$ cat src/rtl/fsp_params.svh
// offsets, field positions, reset values and timing counts of the self-program controller
// assumes a 25 MHz core clock and a 16-bit special-function register port
`ifndef FSP_PARAMS_SVH
`define FSP_PARAMS_SVH

`define FSP_ADDR_CONTROL   16'h0760
`define FSP_ADDR_ADR_LOW   16'h0762
`define FSP_ADDR_ADR_UPPER 16'h0764
`define FSP_ADDR_KEY       16'h0766
`define FSP_ADDR_TABLE_PAGE_REGISTER    16'h0032

`define FSP_CTL_START_BIT  15
`define FSP_CTL_PERMIT_BIT 14
`define FSP_CTL_ERROR_BIT  13
`define FSP_CTL_OP_LSB     0
`define FSP_CTL_OP_MSB     6
`define FSP_CTL_WMASK      16'h407F
`define FSP_CTL_RESET      16'h0000

`define FSP_OP_ROW_ERASE   7'h41
`define FSP_OP_ROW_PROGRAM 7'h01

`define FSP_KEY_FIRST      8'h55
`define FSP_KEY_SECOND     8'hAA

`define FSP_ROW_WORDS      32
`define FSP_PANEL_ROWS     128

`define FSP_OP_TIME_US     2000
`define FSP_CLK_MHZ        25
`define FSP_OP_CYCLES      (`FSP_OP_TIME_US * `FSP_CLK_MHZ)

`endif

$ cat src/rtl/fsp_pkg.sv
// types shared by the self-program controller files
// assumes fsp_params.svh supplies the numeric constants
package fsp_pkg;

	typedef struct packed {
		logic        wr_en;
		logic        rd_en;
		logic [15:0] addr;
		logic [15:0] wdata;
		logic        byte_mode;
	} fsp_sfr_req_t;

	typedef struct packed {
		logic        valid;
		logic        write;
		logic        high;
		logic        byte_mode;
		logic [15:0] ea;
		logic [15:0] wdata;
	} fsp_tbl_req_t;

	typedef struct packed {
		logic        go;
		logic        erase;
		logic [23:0] addr;
	} fsp_array_cmd_t;

	typedef enum logic [1:0] {
		FSP_KEY_IDLE,
		FSP_KEY_HALF,
		FSP_KEY_OPEN
	} fsp_key_state_t;

	typedef enum logic [1:0] {
		FSP_IDLE,
		FSP_BUSY,
		FSP_DONE
	} fsp_op_state_t;

endpackage : fsp_pkg

$ cat src/rtl/fsp_ctrl.sv
// run-time self-programming controller: table access, address capture, unlock and timed
// erase or program of one flash row
// assumes the core holds table operations while stall_out is high and that the
// array model outside takes a one-cycle command pulse plus the latch contents
`include "fsp_params.svh"

module fsp_ctrl (
	input  wire logic                  clk_in,
	input  wire logic                  sys_rst_in,
	input  wire fsp_pkg::fsp_sfr_req_t sfr_req_in,
	output logic [15:0]                sfr_rdata_out,
	input  wire fsp_pkg::fsp_tbl_req_t tbl_req_in,
	output logic                       tbl_ack_out,
	output logic [15:0]                tbl_rdata_out,
	output logic [23:0]                pm_addr_out,
	input  wire logic [23:0]           pm_rdata_in,
	output fsp_pkg::fsp_array_cmd_t    array_cmd_out,
	output logic [4:0]                 latch_index_out,
	input  wire logic [4:0]            latch_rd_index_in,
	output logic [23:0]                latch_word_out,
	input  wire logic                  array_done_in,
	output logic                       stall_out,
	output logic                       done_flag_out
);
	import fsp_pkg::*;

	localparam int unsigned OP_CYCLES = `FSP_OP_CYCLES;

	logic [15:0]   ctl_reg;
	logic [15:0]   adr_low_reg;
	logic [7:0]    adr_up_reg;
	logic [7:0]    table_page_register_reg;
	logic          tbl_phase_reg;
	logic [15:0]   tbl_rdata_reg;
	logic [23:0]   pm_addr_reg;
	logic [16:0]   timer_reg;
	logic          done_reg;
	logic          cmd_go_reg;
	fsp_op_state_t op_reg;
	fsp_op_state_t op_next;

	// register-port decode
	wire sfr_access = sfr_req_in.wr_en || sfr_req_in.rd_en;
	wire wr_ctl     = sfr_req_in.wr_en && (sfr_req_in.addr == `FSP_ADDR_CONTROL);
	wire wr_adr_lo  = sfr_req_in.wr_en && (sfr_req_in.addr == `FSP_ADDR_ADR_LOW);
	wire wr_adr_up  = sfr_req_in.wr_en && (sfr_req_in.addr == `FSP_ADDR_ADR_UPPER);
	wire wr_key     = sfr_req_in.wr_en && (sfr_req_in.addr == `FSP_ADDR_KEY);
	wire wr_pag     = sfr_req_in.wr_en && (sfr_req_in.addr == `FSP_ADDR_TABLE_PAGE_REGISTER);
	wire [15:0] wdata = sfr_req_in.wdata;

	// table operation: two cycles, address phase then data phase
	wire        busy      = (op_reg != FSP_IDLE);
	wire        tbl_first = tbl_req_in.valid && !tbl_phase_reg && !busy;
	wire        tbl_last  = tbl_req_in.valid && tbl_phase_reg;
	wire [23:0] tbl_addr  = {table_page_register_reg, tbl_req_in.ea};
	wire        latch_wr  = tbl_last && tbl_req_in.write;
	wire [4:0]  latch_idx = tbl_req_in.ea[5:1];

	// start bit set by software, honoured only after a full unlock
	wire key_open;
	wire start_req = wr_ctl && wdata[`FSP_CTL_START_BIT];
	wire permit    = ctl_reg[`FSP_CTL_PERMIT_BIT];
	wire launch    = start_req && key_open && permit && !busy;
	wire op_erase  = ctl_reg[`FSP_CTL_OP_MSB:`FSP_CTL_OP_LSB] == `FSP_OP_ROW_ERASE;
	wire op_prog   = ctl_reg[`FSP_CTL_OP_MSB:`FSP_CTL_OP_LSB] == `FSP_OP_ROW_PROGRAM;
	wire op_legal  = op_erase || op_prog;
	wire timer_end = (timer_reg == 17'(OP_CYCLES - 1));

	fsp_unlock u_unlock (
		.clk_in        (clk_in),
		.sys_rst_in    (sys_rst_in),
		.any_access_in (sfr_access),
		.key_write_in  (wr_key),
		.key_data_in   (wdata[7:0]),
		.consume_in    (launch),
		.open_out      (key_open)
	);

	fsp_latches u_latches (
		.clk_in       (clk_in),
		.sys_rst_in   (sys_rst_in),
		.wr_in        (latch_wr),
		.high_in      (tbl_req_in.high),
		.byte_mode_in (tbl_req_in.byte_mode),
		.odd_byte_in  (tbl_req_in.ea[0]),
		.index_in     (latch_idx),
		.data_in      (tbl_req_in.wdata),
		.rd_index_in  (latch_rd_index_in),
		.rd_word_out  (latch_word_out)
	);

	// operation sequencer
	always_comb begin
		op_next = op_reg;
		case (op_reg)
			FSP_IDLE: begin
				if (launch && op_legal)
					op_next = FSP_BUSY;
			end
			FSP_BUSY: begin
				if (timer_end || array_done_in)
					op_next = FSP_DONE;
			end
			FSP_DONE: op_next = FSP_IDLE;
			default:  op_next = FSP_IDLE;
		endcase
	end

	always_ff @(posedge clk_in or posedge sys_rst_in) begin
		if (sys_rst_in)
			op_reg <= FSP_IDLE;
		else
			op_reg <= op_next;
	end

	always_ff @(posedge clk_in or posedge sys_rst_in) begin
		if (sys_rst_in)
			timer_reg <= 17'h00000;
		else if (op_reg == FSP_BUSY)
			timer_reg <= timer_reg + 17'h00001;
		else
			timer_reg <= 17'h00000;
	end

	// one command pulse per launch with a legal op: a single row, erase or program
	always_ff @(posedge clk_in or posedge sys_rst_in) begin
		if (sys_rst_in)
			cmd_go_reg <= 1'b0;
		else
			cmd_go_reg <= launch && op_legal;
	end

	// control register; start bit only sets by software, clears in hardware
	always_ff @(posedge clk_in or posedge sys_rst_in) begin
		if (sys_rst_in)
			ctl_reg <= `FSP_CTL_RESET;
		else begin
			if (wr_ctl && !busy)
				ctl_reg <= (wdata & `FSP_CTL_WMASK) | (ctl_reg & 16'h2000);
			if (launch && op_legal)
				ctl_reg[`FSP_CTL_START_BIT] <= 1'b1;
			else if (op_reg == FSP_DONE)
				ctl_reg[`FSP_CTL_START_BIT] <= 1'b0;
		end
	end

	// address registers: table capture wins over a direct write in the same cycle
	always_ff @(posedge clk_in or posedge sys_rst_in) begin
		if (sys_rst_in) begin
			adr_low_reg <= 16'h0000;
			adr_up_reg  <= 8'h00;
		end else if (tbl_first) begin
			adr_low_reg <= tbl_addr[15:0];
			adr_up_reg  <= tbl_addr[23:16];
		end else if (!busy) begin
			if (wr_adr_lo)
				adr_low_reg <= wdata;
			if (wr_adr_up)
				adr_up_reg <= wdata[7:0];
		end
	end

	always_ff @(posedge clk_in or posedge sys_rst_in) begin
		if (sys_rst_in)
			table_page_register_reg <= 8'h00;
		else if (wr_pag)
			table_page_register_reg <= wdata[7:0];
	end

	// table operation phase and read data
	always_ff @(posedge clk_in or posedge sys_rst_in) begin
		if (sys_rst_in) begin
			tbl_phase_reg <= 1'b0;
			pm_addr_reg   <= 24'h000000;
		end else if (tbl_first) begin
			tbl_phase_reg <= 1'b1;
			pm_addr_reg   <= tbl_addr;
		end else if (tbl_last) begin
			tbl_phase_reg <= 1'b0;
		end
	end

	wire [7:0]  rd_byte_lo = tbl_req_in.ea[0] ? pm_rdata_in[15:8] : pm_rdata_in[7:0];
	wire [15:0] rd_high    = tbl_req_in.byte_mode && tbl_req_in.ea[0] ? 16'h0000 :
		{8'h00, pm_rdata_in[23:16]};
	wire [15:0] rd_low     = tbl_req_in.byte_mode ? {8'h00, rd_byte_lo} :
		pm_rdata_in[15:0];

	always_ff @(posedge clk_in or posedge sys_rst_in) begin
		if (sys_rst_in)
			tbl_rdata_reg <= 16'h0000;
		else if (tbl_last && !tbl_req_in.write)
			tbl_rdata_reg <= tbl_req_in.high ? rd_high : rd_low;
	end

	// completion flag: set by hardware at the end of an operation, cleared only by reset
	wire done_clear = wr_ctl && !wdata[`FSP_CTL_ERROR_BIT - 1] && 1'b0;
	always_ff @(posedge clk_in or posedge sys_rst_in) begin
		if (sys_rst_in)
			done_reg <= 1'b0;
		else if (op_reg == FSP_DONE)
			done_reg <= 1'b1;
		else if (done_clear)
			done_reg <= 1'b0;
	end

	// key register reads as zero: it is write-only
	always_comb begin
		case (sfr_req_in.addr)
			`FSP_ADDR_CONTROL:   sfr_rdata_out = ctl_reg;
			`FSP_ADDR_ADR_LOW:   sfr_rdata_out = adr_low_reg;
			`FSP_ADDR_ADR_UPPER: sfr_rdata_out = {8'h00, adr_up_reg};
			`FSP_ADDR_TABLE_PAGE_REGISTER:    sfr_rdata_out = {8'h00, table_page_register_reg};
			default:             sfr_rdata_out = 16'h0000;
		endcase
	end

	assign stall_out           = busy;
	assign tbl_ack_out         = tbl_last;
	assign tbl_rdata_out       = tbl_rdata_reg;
	assign pm_addr_out         = pm_addr_reg;
	assign latch_index_out     = latch_idx;
	assign array_cmd_out.go    = cmd_go_reg;
	assign array_cmd_out.erase = op_erase;
	// row select ignores the low six address bits: a row is 32 words
	assign array_cmd_out.addr  = {adr_up_reg, adr_low_reg[15:6], 6'h00};
	assign done_flag_out       = done_reg;

endmodule : fsp_ctrl

$ cat src/rtl/fsp_latches.sv
// panel write latches, 32 words of 24 bits, filled by table writes
// assumes the controller hands it one write per cycle at most
`include "fsp_params.svh"
module fsp_latches (
	input  wire logic        clk_in,
	input  wire logic        sys_rst_in,
	input  wire logic        wr_in,
	input  wire logic        high_in,
	input  wire logic        byte_mode_in,
	input  wire logic        odd_byte_in,
	input  wire logic [4:0]  index_in,
	input  wire logic [15:0] data_in,
	input  wire logic [4:0]  rd_index_in,
	output logic [23:0]      rd_word_out
);
	logic [23:0] word_reg [`FSP_ROW_WORDS];

	genvar gi;
	generate
		for (gi = 0; gi < `FSP_ROW_WORDS; gi++) begin : g_word
			wire hit = wr_in && (index_in == 5'(gi));
			always_ff @(posedge clk_in or posedge sys_rst_in) begin
				if (sys_rst_in)
					word_reg[gi] <= 24'hFFFFFF;
				else if (hit && high_in)
					word_reg[gi][23:16] <= data_in[7:0];
				else if (hit && byte_mode_in && odd_byte_in)
					word_reg[gi][15:8] <= data_in[7:0];
				else if (hit && byte_mode_in)
					word_reg[gi][7:0] <= data_in[7:0];
				else if (hit)
					word_reg[gi][15:0] <= data_in;
			end
		end
	endgenerate

	assign rd_word_out = word_reg[rd_index_in];

endmodule : fsp_latches

$ cat src/rtl/fsp_unlock.sv
// two-value unlock sequencer for the start bit
// assumes one register-port access per cycle at most
`include "fsp_params.svh"
module fsp_unlock (
	input  wire logic        clk_in,
	input  wire logic        sys_rst_in,
	input  wire logic        any_access_in,
	input  wire logic        key_write_in,
	input  wire logic [7:0]  key_data_in,
	input  wire logic        consume_in,
	output logic             open_out
);
	import fsp_pkg::*;

	fsp_key_state_t state_reg;
	fsp_key_state_t state_next;

	wire first_ok  = key_write_in && (key_data_in == `FSP_KEY_FIRST);
	wire second_ok = key_write_in && (key_data_in == `FSP_KEY_SECOND);

	always_comb begin
		state_next = state_reg;
		case (state_reg)
			FSP_KEY_IDLE: begin
				if (first_ok)
					state_next = FSP_KEY_HALF;
			end
			FSP_KEY_HALF: begin
				// a repeated first key keeps the sequence; any other access or value drops it
				if (second_ok)
					state_next = FSP_KEY_OPEN;
				else if (first_ok)
					state_next = FSP_KEY_HALF;
				else if (any_access_in)
					state_next = FSP_KEY_IDLE;
			end
			FSP_KEY_OPEN: begin
				// the next access after the second key either starts or cancels
				if (first_ok)
					state_next = FSP_KEY_HALF;
				else if (any_access_in || consume_in)
					state_next = FSP_KEY_IDLE;
			end
			default: state_next = FSP_KEY_IDLE;
		endcase
	end

	always_ff @(posedge clk_in or posedge sys_rst_in) begin
		if (sys_rst_in)
			state_reg <= FSP_KEY_IDLE;
		else
			state_reg <= state_next;
	end

	assign open_out = (state_reg == FSP_KEY_OPEN);

endmodule : fsp_unlock

$ cat config.mk
export PLATFORM = sky130hd
export DESIGN_NAME = fsp_ctrl
export DESIGN_NICKNAME = d
export VERILOG_FILES = /design/src/rtl/fsp_pkg.sv /design/src/rtl/fsp_ctrl.sv /design/src/rtl/fsp_latches.sv /design/src/rtl/fsp_unlock.sv
export VERILOG_INCLUDE_DIRS = /design/src /design/src/rtl
export SDC_FILE = /design/constraint.sdc
export NUM_CORES = 2
export LEC_CHECK = 0
export BUFFER_PORTS_ARGS = -buffer_cell sky130_fd_sc_hd__buf_2
export CAP_MARGIN = 15
export CELL_PAD_IN_SITES_DETAIL_PLACEMENT = 1
export CELL_PAD_IN_SITES_GLOBAL_PLACEMENT = 2
export CORE_MARGIN = 2
export CORE_UTILIZATION = 47
export CTS_BUF_LIST = sky130_fd_sc_hd__clkbuf_4 sky130_fd_sc_hd__clkbuf_8
export DETAILED_ROUTE_END_ITERATION = 6
export GPL_TIMING_DRIVEN = 0
export PLACE_DENSITY_LB_ADDON = 0.12
export SLEW_MARGIN = 15
export SYNTH_ARGS = -nofsm -noshare
export SYNTH_HDL_FRONTEND = slang
export SYNTH_SLANG_ARGS = --single-unit
$ cat constraint.sdc
create_clock -name clk_in -period 56 [get_ports clk_in]
set_input_delay 5.6 -clock clk_in [delete_from_list [all_inputs] [get_ports clk_in]]
set_output_delay 5.6 -clock clk_in [all_outputs]
set_load 0.005 [all_outputs]
# Yosys cells after proc, flatten, opt, wreduce, memory -nomap -nowiden
# Cells that the tools add are included.
[op_classes] addsub=1 n_lt_le_gt_ge=1 eq_ne=83 muxes=158 bitwise_logic=66 reduce_logical=294
[op_table] cell="$mux 8" n=101
[op_table] cell="$mux 16" n=38
[op_table] cell="$reduce_and 3->1" n=65
[op_table] cell="$logic_and 1x1->1" n=147
[op_table] cell="$reduce_bool 2->1" n=68
[op_table] cell="$bmux 24 s5" n=1
[op_table] cell="$eq 5x5->1 const B" n=16
[op_table] cell="$ne 2x2->1 const B" n=34
[op_table] cell="$eq 16x11->1 const B" n=4
[op_table] cell="$not 1->1" n=64
[op_table] cell="$pmux 16 s4" n=1
[op_table] cell="$mux 24" n=2
[op_table] cell="$eq 5x4->1 const B" n=8
[op_table] cell="$eq 5x3->1 const B" n=4
[op_table] cell="$add 17x1->17 const B" n=1
[op_table] cell="$eq 17x16->1 const B" n=1
[op_table] cell="$mux 17" n=1
[op_table] cell="$eq 16x6->1 const B" n=1
[op_table] cell="$mux 2" n=8
[op_table] cell="$or 15x14->15" n=1
[op_table] cell="$eq 5x2->1 const B" n=2
[op_table] cell="$eq 8x7->1 const B" n=1
[op_table] cell="$eq 8x8->1 const B" n=1
[op_table] cell="$eq 7x1->1 const B" n=1
[op_table] cell="other kinds (18)" n=32
[word_totals] regBits=880 inputBits=103 output_inout_bits=114 wordCells=712

# Depth between registers and ports, before layout
[depth] ltp_word=10 depth_mapped=9 ltp_nobuf=6

# Hierarchy
# From an unflattened synthesis, not the netlist that was laid out.
[unflattened] cells_unflattened=3849 area_unflattened_um2=44353.8
[modules_own_cells] module="fsp_latches" n_inst=1 cells_per_inst=3270 area_each_um2=38917.3 seq_area_each_um2=20179.4
[modules_own_cells] module="fsp_ctrl" n_inst=1 cells_per_inst=562 area_each_um2=5276.3 seq_area_each_um2=2577.5
[modules_own_cells] module="fsp_unlock" n_inst=1 cells_per_inst=17 area_each_um2=160.2 seq_area_each_um2=50.0

# Least setup slack after synthesis
# No wires, ideal clock.
[synth_path] kind="input port to output port" start="in sfr_req_in[24] (netlist bit)" end="out sfr_rdata_out[0]" arrival_ps=7083 required_time_ps=50400 path_slack_ps=43317 cell_stages=5 n_path_buf=1 path_cell_list="or4_4 nand4bb_1 nor3_1 clkbuf_1 a221o_1"
[synth_via] elab_chain_len=2 word_cells_on_any_way=5 classes_between="eq/ne: 4; mux: 1"
[synth_rtl] element="start, declared" line="fsp_ctrl.sv:10" source="input wire fsp_pkg::fsp_sfr_req_t sfr_req_in,"
[synth_rtl] element="$eq 16x6->1 or $eq 16x11->1 (tied branches)" line="fsp_ctrl.sv:209" source="case (sfr_req_in.addr)"
[synth_rtl] element="$pmux 16 s4 *" line="fsp_ctrl.sv:209"
[synth_rtl] element="end, declared" line="fsp_ctrl.sv:11" source="output logic [15:0] sfr_rdata_out,"
# Mark *: on every way between the ends. The rest lies on a longest branch, timed or not.

# Worst setup path in the final report
[layout_path] start="in latch_rd_index_in[0]" end="out latch_word_out[7]"
[layout_via] elab_chain_len=4
[layout_rtl] element="start, declared" line="fsp_ctrl.sv:19" source="input wire logic [4:0] latch_rd_index_in,"
[layout_rtl] element="$not 5->6 (implied by the code)" line="fsp_latches.sv:37" source="assign rd_word_out = word_reg[rd_index_in];"
[layout_rtl] element="$bmux 24 s5" line="fsp_latches.sv:37"
[layout_rtl] element="$mux 24 (implied by the code) (2 in series)" line="fsp_latches.sv:37"
[layout_rtl] element="end, declared" line="fsp_ctrl.sv:20" source="output logic [23:0] latch_word_out,"
# Every way passes these cells. The select of a mux whose other input is x is not followed.

==> qor.yml <==
status: "complete, no violations"
synth_compound_area_frac: 0.0777
cts_hold_buf: 0
ff2ff_setup_slack_ps: 52980
cts_sinks: 873
powerDensity_nw_per_um2: 31.6
place.gp.congestion: 0.908
met3_usage: 0.0620
layout_setup_ws_ps: 41100
num_rows: 108
root_buffer: "clkbuf_8"
fp.dieH_um: 301
holdCritPathClass: "flip-flop to flip-flop"
synth_cell_types: 53
grt_pass1_wl_um: 223000
ir_drop_mv: 0.0248
viasPerCell: 5.97
r2r_cells: 5
drt_first_pass_iters: 5
end_kind: "output pin"
cts_tree: "built"
synthTopCellsByArea: "dfstp_2 (49%), mux2_2 (15%), mux2i_1 (10%)"
post_cts_buffers: 0
drt_iter0_drc: 2262
largest_register_ffs: 768
pin_count: 217
fin_util: 0.544
crit_buf_inv: 4
required_ps: 50400
synth_edf_count: 0
dieWidth_um: 301
grt_max_degree: 123
hpwl_um: 110000
numCtsBuffers: 155
port_buffers: 198
synthXorXnorAreaFrac: 0.00275
path_max_fanout: 10
ys_async_sr_fraction: 1.00
grt_pass1_vias: 33200
drc: 0
grt_use_met2: 0.537
syn2layout_area_growth_pct: 14.5
rsz0062_at_grt: "no"
start_util: 0.475
synth-simple-area-share: 0.0845
cp-endpoint: "latch_word_out[7]"
arrival_ps: 9300
max_freq_mhz: 67.1
finalWirelength_um: 152000
ys_seq_area_frac: 0.551
cellLeakagePower_nw: 20.3
period_needed_ps: 14900
busiest_layer: "met2"
reg2reg_to: "u_latches.word_reg[77]$_DFFE_PP1P_"
synth_top_family_by_area: "multiplexers"
fin_crit_sh: 0.266
cts_max_level: 4
synth_top_area_share: 0.488
ys.flop_type: "dfstp_2"
cp-start-kind: "primary input"
place_ws_ps: 41250
crit_start: "latch_rd_index_in[0]"
relSlewSlack: 0.0947
synth_fa_ha_area_frac: 0.000303
yosys_warnings: 0
grt.overflow.total: 0
dieArea_um2: 90400
grt_use_total: 0.338
cts_resized: 0
drv_cap: 0
drive_above_1_share: 0.487
r2r_start: "tbl_phase_reg$_DFFE_PP0P_"
vias: 30500
syn_area_um2: 41400
setup_violations: 0
tns_ps: 0
postRouteAntennaNets: 0
synth_seq_cells: 873
antenna_found_initial: 12
critPathMaxStageDelay_ps: 890
syn-instance-count: 3469
cp_slowest_cell: "clkbuf_1"
worstSkewPairLatency_ps: 870
worst_pin_slew_ps: 1360
path_depth: 8
avgRoutedWirePerCell_um: 29.7
clk_path_buf_depth: 3
crit_family: "buffers and inverters"
synthMuxAreaShare: 0.255
met1_usage: 0.456
cp_cell_sequence: "buf_2, nor2_1, clkbuf_1, clkbuf_1, nand2_1, a31oi_1, nand3_1, buf_2"
clock_skew_ps: 26.2
yosys.area.top_type: "dfstp_2"
clk_pin_slew_worst_paths_ps: 50
avgSynthCellArea_um2: 11.9
fin_nets: 3948
worst-setup-path-type: "primary input to output pin"
drv_slew: 0
core_um2: 87000
power_mw: 1.50
hold_viol_final: 0
## cells in the final DEF, fill, tap and decap left out, types with 31 or more instances in the layout
master    count
dfstp_2     768
mux2_2      546
mux2i_1     433
nand2_1     339
buf_2       252
a21oi_1     218
nor2_1      199
clkbuf_8    190
clkbuf_1    162
o21ai_0     149
dfrtp_1     105
nand3_1      88
a22oi_1      75
clkbuf_4     54
a31oi_1      48
a22o_1       48
nor3_1       36
nor2_2       31
## logic make-up (layout without fill, tap and decap cells)
kind of cell	Yosys count	after routing
other cells	1	9
compound gates	548	548
flops	873	873
simple gates	785	785
mux	985	985
xor+xnor	13	13
buf+inv	263	743
fa+ha+maj	1	1
## cell type report
type	instances	area [um^2]
flip-flops and latches	873	22800
clock buffers	244	3020
fillers	9136	39700
repair buffers	213	1300
clock inverters	23	188
diodes	3	7.51
inverters	7	33.8
well taps	1155	1450
plain buffers	256	1140
multi-input cells	2338	17400
## stage by stage
step / std cells / hold WS, ps / instance area (um^2)
after global routing: 5112 / 493 / 47400
after floorplan: 3474 / 448 / 41400
after global placement: 4827 / 454 / 43800
after detailed placement: 4841 / 464 / 44100
final: 5112 / 473 / 47400
after CTS: 5108 / 480 / 47300
## per-layer routing
layer / vias to the layer above / wire length (um)
li1: 13100 / -
met1: 16300 / 66600
met2: 889 / 70900
met3: 303 / 7900
met4: 4 / 6110
met5: - / 29
## how the worst min path moves through the flow
stage,from,to,slack (ps),depth (start not counted)
after detailed placement,done_flag_out$_DFFE_PP0P_,done_flag_out$_DFFE_PP0P_,460,1
after global placement,done_flag_out$_DFFE_PP0P_,done_flag_out$_DFFE_PP0P_,450,1
after global routing,u_latches.word_reg[632]$_DFFE_PP1P_,u_latches.word_reg[632]$_DFFE_PP1P_,490,2
after floorplan,timer_reg[0]$_DFF_PP0_,timer_reg[0]$_DFF_PP0_,450,1
final,done_flag_out$_DFFE_PP0P_,done_flag_out$_DFFE_PP0P_,470,1
after CTS,done_flag_out$_DFFE_PP0P_,done_flag_out$_DFFE_PP0P_,480,1
## report_power, final
| part | leakage (nW) | switching (mW) | internal, mW |
|---|---|---|---|
| clock | 1.72 | 0.274 | 0.347 |
| sequential | 9.28 | 0.0215 | 0.688 |
| combinational | 9.30 | 0.107 | 0.0593 |
| total | 20.3 | 0.402 | 1.09 |
## Yosys cell counts (all sizes together) (3+ instances only)
cell type  count
and3           8
and4           4
nand3         90
nor4           4
a22o          48
a21oi        218
nand4          7
o21ai        149
dfrtp        105
nor3b          3
dfstp        768
nor4bb         3
and2          12
nor3          41
a221o          5
a31oi         48
or2            3
nor2b         13
inv            7
buf           92
mux2i        433
nand2b        17
nor2         230
mux2         552
clkbuf       164
nand2        339
xor2          11
a22oi         75
No activity file was read; power rests on OpenSTA's default activity.
